--- config.mk ---
export PLATFORM = sky130hd
export DESIGN_NAME = pxr_mgmt_regs
export DESIGN_NICKNAME = d
export VERILOG_FILES = /design/src/hdl/pxr_ext_bank.v /design/src/hdl/pxr_mgmt_regs.v
export VERILOG_INCLUDE_DIRS = /design/src /design/src/common
export SDC_FILE = /design/constraint.sdc
export NUM_CORES = 1
export LEC_CHECK = 0
export BUFFER_PORTS_ARGS = -buffer_cell sky130_fd_sc_hd__buf_2
export CAP_MARGIN = 10
export CORE_ASPECT_RATIO = 1.75
export CORE_MARGIN = 2
export CORE_UTILIZATION = 55
export CTS_CLUSTER_SIZE = 12
export DETAILED_ROUTE_END_ITERATION = 10
export PLACE_DENSITY = 0.79
export SLEW_MARGIN = 20
export SYNTH_ARGS = -nofsm -noshare
export SYNTH_HDL_FRONTEND = slang
export SYNTH_SLANG_ARGS = --single-unit
--- constraint.sdc ---
create_clock -name clk -period 4.03 [get_ports clk]
set_input_delay 0.6045 -clock clk [delete_from_list [all_inputs] [get_ports clk]]
set_output_delay 0.6045 -clock clk [all_outputs]
set_load 0.05 [all_outputs]
--- src/common/pxr_regs.vh ---
// Constants shared by the management register bank: offsets, fields, resets and timing counts.
// How it works
// - Function 00: window reads and writes go to the extended register pointer.
// - Function 01: window reaches pointed extended register, pointer unchanged.
// - Function 10: window reaches pointed register, pointer increments after reads and writes.
// - Function 11: window reaches pointed register, pointer increments after writes only.
// - Control bits 4:0 hold the device address; only all ones opens the window.
// - Window accesses with any other device address are acknowledged, change nothing and read zero.
// - Control bits 13:5 read zero; function and address fields reset zero, read-write.
// - Window is 16 bits: pointer in address function, else pointed data.
// - Gigabit ability status reads bits 15:14 zero and bits 13:12 one.
// - Gigabit ability status bits 11:0 ignore writes and read zero.
// - Transmit FIFO depth in bits 15:14 selects 8, 6, 4, 3 entries.
// - Transmit FIFO active at gigabit parallel, or any speed but the reserved code with serial interface.
// - Receive FIFO depth in bits 13:12 uses the same encoding.
// - Receive FIFO active only with the serial interface selected.
// - Control bit 11 enables serial interface; reset value from strap, read-write.
// - Control bit 10 forces link good; clear at reset restores normal qualification.
// - Extended registers sit above 0x001F and are reached only through the window.
`ifndef PXR_REGS_VH
`define PXR_REGS_VH

// Register offsets in the management space.
`define PXR_ADDR_CTRL        5'h0D
`define PXR_ADDR_WINDOW      5'h0E
`define PXR_ADDR_GIG_STATUS  5'h0F
`define PXR_ADDR_PHY_CTRL    5'h10

// Access control fields.
`define PXR_FUNC_HI          15
`define PXR_FUNC_LO          14
`define PXR_TGT_DEV_HI       4
`define PXR_TGT_DEV_LO       0
`define PXR_TGT_DEV_VENDOR   5'h1F
`define PXR_FUNC_ADDRESS     2'h0
`define PXR_FUNC_DATA        2'h1
`define PXR_FUNC_DATA_INC_RW 2'h2
`define PXR_FUNC_DATA_INC_W  2'h3
`define PXR_FUNC_RESET       2'h0
`define PXR_TGT_DEV_RESET    5'h00
`define PXR_PTR_RESET        16'h0000
`define PXR_PTR_STEP         16'h0001

// Extended register space starts just above the direct registers.
`define PXR_EXT_BASE         16'h0020

// Gigabit ability status, constant.
`define PXR_GIG_STATUS_VALUE 16'h3000

// General control fields.
`define PXR_TXD_HI           15
`define PXR_TXD_LO           14
`define PXR_RXD_HI           13
`define PXR_RXD_LO           12
`define PXR_SERIAL_EN_BIT    11
`define PXR_FORCE_LINK_BIT   10
`define PXR_TXD_RESET        2'h1
`define PXR_RXD_RESET        2'h1
`define PXR_FORCE_LINK_RESET 1'b0

// FIFO depth codes and entry counts.
`define PXR_DEPTH_CODE_8     2'h3
`define PXR_DEPTH_CODE_6     2'h2
`define PXR_DEPTH_CODE_4     2'h1
`define PXR_DEPTH_COUNT_8    4'h8
`define PXR_DEPTH_COUNT_6    4'h6
`define PXR_DEPTH_COUNT_4    4'h4
`define PXR_DEPTH_COUNT_3    4'h3
`define PXR_DEPTH_NONE       4'h0

// Line speed codes.
`define PXR_SPEED_10         2'h0
`define PXR_SPEED_100        2'h1
`define PXR_SPEED_1000       2'h2
`define PXR_SPEED_RESERVED   2'h3

// Cycles after reset release before the strap is taken and requests are served.
`define PXR_STRAP_SETTLE     2'h2

`endif

--- src/hdl/pxr_ext_bank.v ---
// Extended register storage reached only through the indirect window.
`timescale 1ns/100ps
`include "pxr_regs.vh"

module pxr_ext_bank #(
  parameter IDX_W = 5
) (
  // Clock and reset.
  input  wire        clk,
  input  wire        rst_n,
  // Access from the window logic.
  input  wire        wr_en,
  input  wire [15:0] addr,
  input  wire [15:0] wdata,
  output wire        hit,
  output wire [15:0] rdata
);

  localparam DEPTH = 1 << IDX_W;

  reg  [15:0]      mem [0:DEPTH-1];
  wire [15:0]      offset;
  wire [IDX_W-1:0] idx;

  // Pointers below the base address the direct registers, which the window never reaches.
  assign offset = addr - `PXR_EXT_BASE;
  assign idx    = offset[IDX_W-1:0];
  assign hit    = (addr >= `PXR_EXT_BASE) && (offset[15:IDX_W] == {(16-IDX_W){1'b0}});
  assign rdata  = hit ? mem[idx] : 16'h0000;

  genvar i;
  generate
    for (i = 0; i < DEPTH; i = i + 1) begin : g_entry
      localparam [IDX_W-1:0] ENTRY = i;
      always @(posedge clk or negedge rst_n) begin
        if (!rst_n) begin
          mem[i] <= 16'h0000;
        end else if (wr_en && hit && (idx == ENTRY)) begin
          mem[i] <= wdata;
        end
      end
    end
  endgenerate

endmodule // pxr_ext_bank

--- src/hdl/pxr_mgmt_regs.v ---
// Management register bank: indirect extended access, gigabit ability status and general control.
`timescale 1ns/100ps
`include "pxr_regs.vh"

module pxr_mgmt_regs #(
  parameter EXT_IDX_W = 5
) (
  // Clock and reset.
  input  wire        clk,
  input  wire        rst_n,
  // Strap pin, asynchronous to clk.
  input  wire        serial_en_strap,
  // Register transaction port from the management frame decoder.
  input  wire        mgmt_req,
  input  wire        mgmt_write,
  input  wire [4:0]  mgmt_addr,
  input  wire [15:0] mgmt_wdata,
  output reg         mgmt_ack,
  output reg  [15:0] mgmt_rdata,
  output reg         mgmt_ready,
  // Line state from the physical layer logic.
  input  wire [1:0]  line_speed,
  input  wire        link_qualified,
  // Settings to the data path.
  output reg         serial_mac_en,
  output reg         force_link_good,
  output reg         link_good,
  output reg         tx_fifo_active,
  output reg  [3:0]  tx_fifo_depth,
  output reg         rx_fifo_active,
  output reg  [3:0]  rx_fifo_depth,
  // Window pointer, for observation.
  output reg  [15:0] ext_pointer
);

  // Maps a depth code to an entry count.
  function [3:0] depth_count;
    input [1:0] code;
    begin
      case (code)
        `PXR_DEPTH_CODE_8: depth_count = `PXR_DEPTH_COUNT_8;
        `PXR_DEPTH_CODE_6: depth_count = `PXR_DEPTH_COUNT_6;
        `PXR_DEPTH_CODE_4: depth_count = `PXR_DEPTH_COUNT_4;
        default:           depth_count = `PXR_DEPTH_COUNT_3;
      endcase
    end
  endfunction

  // Strap capture state.
  reg        strap_sync1;
  reg        strap_sync2;
  reg [1:0]  settle_cnt;

  // Access control fields.
  reg [1:0]  func;
  reg [4:0]  target_device_address_field;

  // General control fields.
  reg [1:0]  tx_depth_code;
  reg [1:0]  rx_depth_code;

  // Decoded transaction.
  wire       take;
  wire       wr;
  wire       rd;
  wire       sel_ctrl;
  wire       sel_window;
  wire       sel_gig;
  wire       sel_phy;
  wire       tgt_dev_ok;
  wire       win_addr_fn;
  wire       win_data_fn;
  wire       win_active;
  wire       ext_wr;
  wire       ptr_inc;
  wire       ext_hit;
  wire [15:0] ext_rdata;

  // Combinational next values.
  reg [15:0] next_rdata;
  reg [15:0] next_pointer;
  reg        next_tx_active;
  reg        next_rx_active;

  // The first flop of the strap synchroniser feeds only the second one.
  always @(posedge clk or negedge rst_n) begin
    if (!rst_n) begin
      strap_sync1 <= 1'b0;
      strap_sync2 <= 1'b0;
    end else begin
      strap_sync1 <= serial_en_strap;
      strap_sync2 <= strap_sync1;
    end
  end

  // Requests are held off until the strap has passed the synchroniser and been taken.
  always @(posedge clk or negedge rst_n) begin
    if (!rst_n) begin
      settle_cnt <= 2'h0;
      mgmt_ready <= 1'b0;
    end else if (!mgmt_ready) begin
      if (settle_cnt == `PXR_STRAP_SETTLE) begin
        mgmt_ready <= 1'b1;
      end else begin
        settle_cnt <= settle_cnt + 2'h1;
      end
    end
  end

  assign take        = mgmt_req && mgmt_ready;
  assign wr          = take && mgmt_write;
  assign rd          = take && !mgmt_write;
  assign sel_ctrl    = (mgmt_addr == `PXR_ADDR_CTRL);
  assign sel_window  = (mgmt_addr == `PXR_ADDR_WINDOW);
  assign sel_gig     = (mgmt_addr == `PXR_ADDR_GIG_STATUS);
  assign sel_phy     = (mgmt_addr == `PXR_ADDR_PHY_CTRL);
  assign tgt_dev_ok  = (target_device_address_field == `PXR_TGT_DEV_VENDOR);
  assign win_active  = take && sel_window && tgt_dev_ok;
  assign win_addr_fn = (func == `PXR_FUNC_ADDRESS);
  assign win_data_fn = !win_addr_fn;
  assign ext_wr      = win_active && win_data_fn && mgmt_write;

  // Post increment: both directions in one mode, writes only in the other.
  assign ptr_inc = win_active &&
                   ((func == `PXR_FUNC_DATA_INC_RW) ||
                    ((func == `PXR_FUNC_DATA_INC_W) && mgmt_write));

  pxr_ext_bank #(
    .IDX_W (EXT_IDX_W)
  ) u_ext_bank (
    .clk   (clk),
    .rst_n (rst_n),
    .wr_en (ext_wr),
    .addr  (ext_pointer),
    .wdata (mgmt_wdata),
    .hit   (ext_hit),
    .rdata (ext_rdata)
  );

  // Access control register.
  always @(posedge clk or negedge rst_n) begin
    if (!rst_n) begin
      func  <= `PXR_FUNC_RESET;
      target_device_address_field <= `PXR_TGT_DEV_RESET;
    end else if (wr && sel_ctrl) begin
      func  <= mgmt_wdata[`PXR_FUNC_HI:`PXR_FUNC_LO];
      target_device_address_field <= mgmt_wdata[`PXR_TGT_DEV_HI:`PXR_TGT_DEV_LO];
    end
  end

  // Pointer load and post increment; the 16-bit add wraps on its own.
  always @* begin
    next_pointer = ext_pointer;
    if (win_active && win_addr_fn && mgmt_write) begin
      next_pointer = mgmt_wdata;
    end else if (ptr_inc) begin
      next_pointer = ext_pointer + `PXR_PTR_STEP;
    end
  end

  always @(posedge clk or negedge rst_n) begin
    if (!rst_n) begin
      ext_pointer <= `PXR_PTR_RESET;
    end else begin
      ext_pointer <= next_pointer;
    end
  end

  // General control register; the serial enable takes the strap once at the end of settling.
  always @(posedge clk or negedge rst_n) begin
    if (!rst_n) begin
      tx_depth_code   <= `PXR_TXD_RESET;
      rx_depth_code   <= `PXR_RXD_RESET;
      serial_mac_en   <= 1'b0;
      force_link_good <= `PXR_FORCE_LINK_RESET;
    end else if (!mgmt_ready) begin
      if (settle_cnt == `PXR_STRAP_SETTLE) begin
        serial_mac_en <= strap_sync2;
      end
    end else if (wr && sel_phy) begin
      tx_depth_code   <= mgmt_wdata[`PXR_TXD_HI:`PXR_TXD_LO];
      rx_depth_code   <= mgmt_wdata[`PXR_RXD_HI:`PXR_RXD_LO];
      serial_mac_en   <= mgmt_wdata[`PXR_SERIAL_EN_BIT];
      force_link_good <= mgmt_wdata[`PXR_FORCE_LINK_BIT];
    end
  end

  // Read data selection.
  always @* begin
    next_rdata = 16'h0000;
    if (sel_ctrl) begin
      next_rdata[`PXR_FUNC_HI:`PXR_FUNC_LO]   = func;
      next_rdata[`PXR_TGT_DEV_HI:`PXR_TGT_DEV_LO] = target_device_address_field;
    end else if (sel_window) begin
      // A window read with the wrong device address returns zero and changes nothing.
      if (!tgt_dev_ok) begin
        next_rdata = 16'h0000;
      end else if (win_addr_fn) begin
        next_rdata = ext_pointer;
      end else begin
        next_rdata = ext_hit ? ext_rdata : 16'h0000;
      end
    end else if (sel_gig) begin
      next_rdata = `PXR_GIG_STATUS_VALUE;
    end else if (sel_phy) begin
      next_rdata[`PXR_TXD_HI:`PXR_TXD_LO]  = tx_depth_code;
      next_rdata[`PXR_RXD_HI:`PXR_RXD_LO]  = rx_depth_code;
      next_rdata[`PXR_SERIAL_EN_BIT]       = serial_mac_en;
      next_rdata[`PXR_FORCE_LINK_BIT]      = force_link_good;
    end
  end

  // One answer per taken request, one cycle later, for reads and writes alike.
  always @(posedge clk or negedge rst_n) begin
    if (!rst_n) begin
      mgmt_ack   <= 1'b0;
      mgmt_rdata <= 16'h0000;
    end else begin
      mgmt_ack <= take;
      if (rd) begin
        mgmt_rdata <= next_rdata;
      end
    end
  end

  // FIFO enables depend on interface mode and line speed.
  always @* begin
    next_rx_active = serial_mac_en;
    if (serial_mac_en) begin
      next_tx_active = (line_speed != `PXR_SPEED_RESERVED);
    end else begin
      next_tx_active = (line_speed == `PXR_SPEED_1000);
    end
  end

  // Settings to the data path; an inactive FIFO reports no depth.
  always @(posedge clk or negedge rst_n) begin
    if (!rst_n) begin
      tx_fifo_active <= 1'b0;
      tx_fifo_depth  <= `PXR_DEPTH_NONE;
      rx_fifo_active <= 1'b0;
      rx_fifo_depth  <= `PXR_DEPTH_NONE;
      link_good      <= 1'b0;
    end else begin
      tx_fifo_active <= next_tx_active;
      tx_fifo_depth  <= next_tx_active ? depth_count(tx_depth_code) : `PXR_DEPTH_NONE;
      rx_fifo_active <= next_rx_active;
      rx_fifo_depth  <= next_rx_active ? depth_count(rx_depth_code) : `PXR_DEPTH_NONE;
      link_good      <= force_link_good | link_qualified;
    end
  end

endmodule // pxr_mgmt_regs

==> run summary <==
Global-route wire length before repair - 110 mm
Width of the die - 171 um
Layout cell share with drive strength beyond 1 - 47.9%
Slew HR - 26.6%
Crit-path max FO - 16
CTS Root Buffer Type - clkbuf_16
Comb pwr share - 5.0%
Cell area after synthesis - 26700 um^2
Internal power - 8.38 mW
# setup viols final - 0
HP Class - in2reg
CTS tree - yes
CTS sink cnt - 574
DRT antenna net count - 0
Initial antenna violation count - 1
CP required - 4.50 ns
Via-to-Cell Ratio - 6.51
Mapped Cells - 1819
VDD IR max - 0.325 mV
Via Count - 16500
Number of enable flip-flop cells after synthesis - 0
Achievable Freq - 0.284 GHz
Syn Nets - 1861
Congestion Overflow GR - 0
Area contributors post-synth - dfrtp_1, mux2_2, mux4_2
Iteration count of the initial detailed-routing pass - 5
Vias in the first global route - 17800
I/O Pins - 76
Nets@finish - 1915
Clock Latency Late Sink - 0.60 ns
H-Tree Depth - 2
RR Endpoint - u_ext_bank.mem[165]
Final count of pins violating max slew - 0
Final hold vios - 0
Postcts setup bufs - 0
Synthesis-to-layout area growth - 10.3%
Critical path type - reg2reg
Main synth FF type - dfrtp_1
Ys async rst share - 100%
R2R depth - 5
Final min period - 3.52 ns
Core area - 47900 um^2
FF-to-FF Start - ext_pointer[14]
Port bufs - 75
Register-to-register setup slack - 0.51 ns
Final WL - 72.6 mm
Syn. warnings - 0
RePlAce Congestion - 1.02
P_leak - 14.2 nW
Largest area contributor in the netlist - dfrtp_1
Pwr/cell area - 372 nW/um^2
Max_cap viols - 0
Setup TNS Final - 0 ns
DIE AREA - 50500 um^2
Residual DRC count - 0
Fill count - 3489
Initial Util - 55.8%
Register bit total from synthesis - 574
DRT iter0 DRCs - 1420
Switching share of power - 23.6%
Worst hold margin - 0.112 ns
Reg clk slew, reported paths - 0.06 ns
RSZ-0062 raised after global routing - no
Clk pwr share - 41.6%
Worst-Margin Slew - 1.09 ns
Critical Path Start - ext_pointer[14]
Clock skew - 0.0164 ns
Outcome - complete, no violations
CP Capture Type - flop
Detailed placement HPWL - 46.3 mm
Total track usage - 29.7%
Syn_area_per_cell - 14.7 um^2
Worst Path Arrival - 4.00 ns
Hold Path Stages - 1
Routed wire length per instance - 28.6 um
Hold Path Origin - serial_en_strap
Num rows - 106
Inserted Clock Buffers - 54
Yosys top cell area share - 53.5%
Psw - 2.59 mW
Cell variety after synth - 72
Post-synthesis sequential area ratio - 53.7%
Fin crit share - 87.5%
Sequential fraction of design power - 53.3%
Largest net degree at the start of global routing - 132
CTS max path bufs - 3
Hold EP - strap_sync1
Die H - 296 um
Startpoint Class - flop
cells in the mapped netlist, types with 3 or more instances:
cell type  instances
nand2_4            3
and3_1             8
and2_1            12
a22oi_1           23
inv_1             10
dfrtp_1          572
nand2b_1           7
nor2b_1           13
nor3_1            21
o21ai_0           32
mux2_1             3
nand3_1           15
ha_1              13
a31oi_1            6
a32oi_1            3
a2bb2oi_1          4
nor4_1            16
nor2_1            33
a221o_1            4
buf_1             19
mux2i_1           25
or4_1              3
buf_6              5
o31a_1             5
clkbuf_1         100
o211ai_1           7
mux4_2           129
xnor2_1            7
o22ai_1            5
nand4_1            5
nand2_1           80
a21o_1             3
mux2_2           484
or3_1              3
or2_2              5
a21oi_1           21
a211oi_1           4
mux2_4            37
a221oi_1           4
buf_2             29
cell usage in the layout (no fill, tap or decap), drive strengths merged, types with 14 or more instances in the layout:
master | synthesis | final
inv | 12 | 14
nand3 | 17 | 17
mux2 | 524 | 524
dfrtp | 572 | 572
nor4 | 20 | 20
a22oi | 23 | 23
mux4 | 129 | 129
mux2i | 25 | 25
o21ai | 32 | 32
buf | 54 | 151
clkbuf | 100 | 69
nor3 | 21 | 21
a21oi | 21 | 21
nor2 | 33 | 33
nand2 | 83 | 83
critical path, stage by stage, from the launching register on:
cell	delay, ns
dfrtp_1	0.51
or4_1	0.63
or4_1	0.79
nor4_4	0.43
nand3b_2	0.54
mux2_2	0.50
flip-flops by register name, indices dropped and copies added, names as in the netlist:
name	cells
ext_pointer	16
force_link_good	1
func	2
link_good	1
mgmt_ack	1
mgmt_rdata	16
mgmt_ready	1
rx_depth_code	2
rx_fifo_active	1
rx_fifo_depth	4
serial_mac_en	1
settle_cnt	2
strap_sync1	1
strap_sync2	1
target_device_address_field	5
tx_depth_code	2
tx_fifo_active	1
tx_fifo_depth	4
u_ext_bank.mem	512
worst max-delay path by stage:
stage | end | slack [ns] | depth (start not counted)
finish | u_ext_bank.mem[165] | 0.51 | 5
global route | u_ext_bank.mem[165] | 0.47 | 5
CTS | u_ext_bank.mem[165] | 0.56 | 5
detailed placement | u_ext_bank.mem[170] | 0.54 | 6
global placement | u_ext_bank.mem[295] | 0.61 | 5
floorplan | u_ext_bank.mem[165] | 0.43 | 11
power by group through the flow:
stage	combinational, mW	sequential, mW	clock, mW
after floorplan	0.167	6.05	0
after global placement	0.537	5.95	0
after detailed placement	0.552	5.95	0
after CTS	0.554	5.85	4.63
after global routing	0.601	5.85	4.85
final	0.554	5.85	4.57
stage by stage:
step                setup slack (ns)  power [mW]  instance area [um^2]  std cells  util (%)
CTS                            0.558        11.0                 29500       2536      61.5
global placement               0.609        6.49                 28000       2463      58.4
global route                   0.467        11.3                 29500       2538      61.6
detailed placement             0.539        6.51                 28000       2463      58.4
finish                         0.505        11.0                 29500       2539      61.6
floorplan                      0.429        6.22                 26700       1819         -
layer usage:
layer  up-vias  global-route usage, %  wire, um
li1       6801                      -         -
met2       664                   48.7     35900
met5         -                      0         0
met1      8810                   36.1     26600
met3       246                   5.85      5000
met4         0                   18.5      5020
layout make-up:
cell class	count	area (um^2)	area share (%)
clock buffer	69	1440	4.87
tap	648	811	2.75
antenna	1	2.50	0.00848
multi-input combinational	1079	11700	39.7
clock inverter	4	38.8	0.131
timing repair buffer	152	1090	3.68
inverter	12	45.0	0.153
sequential	574	14400	48.7
timing repair:
action	CTS	global route
resized for setup	0	0
hold buffers	0	1
endpoints found under the hold margin	0	11
logic make-up after synthesis:
kind of cell | Yosys count | synth area share (%)
mux | 678 | 34.4
buf+inv | 166 | 2.62
xor+xnor | 9 | 0.295
flops | 574 | 53.7
compound gates | 136 | 3.46
simple gates | 243 | 4.89
fa+ha+maj | 13 | 0.608
Power figures use the tool's default switching activity.
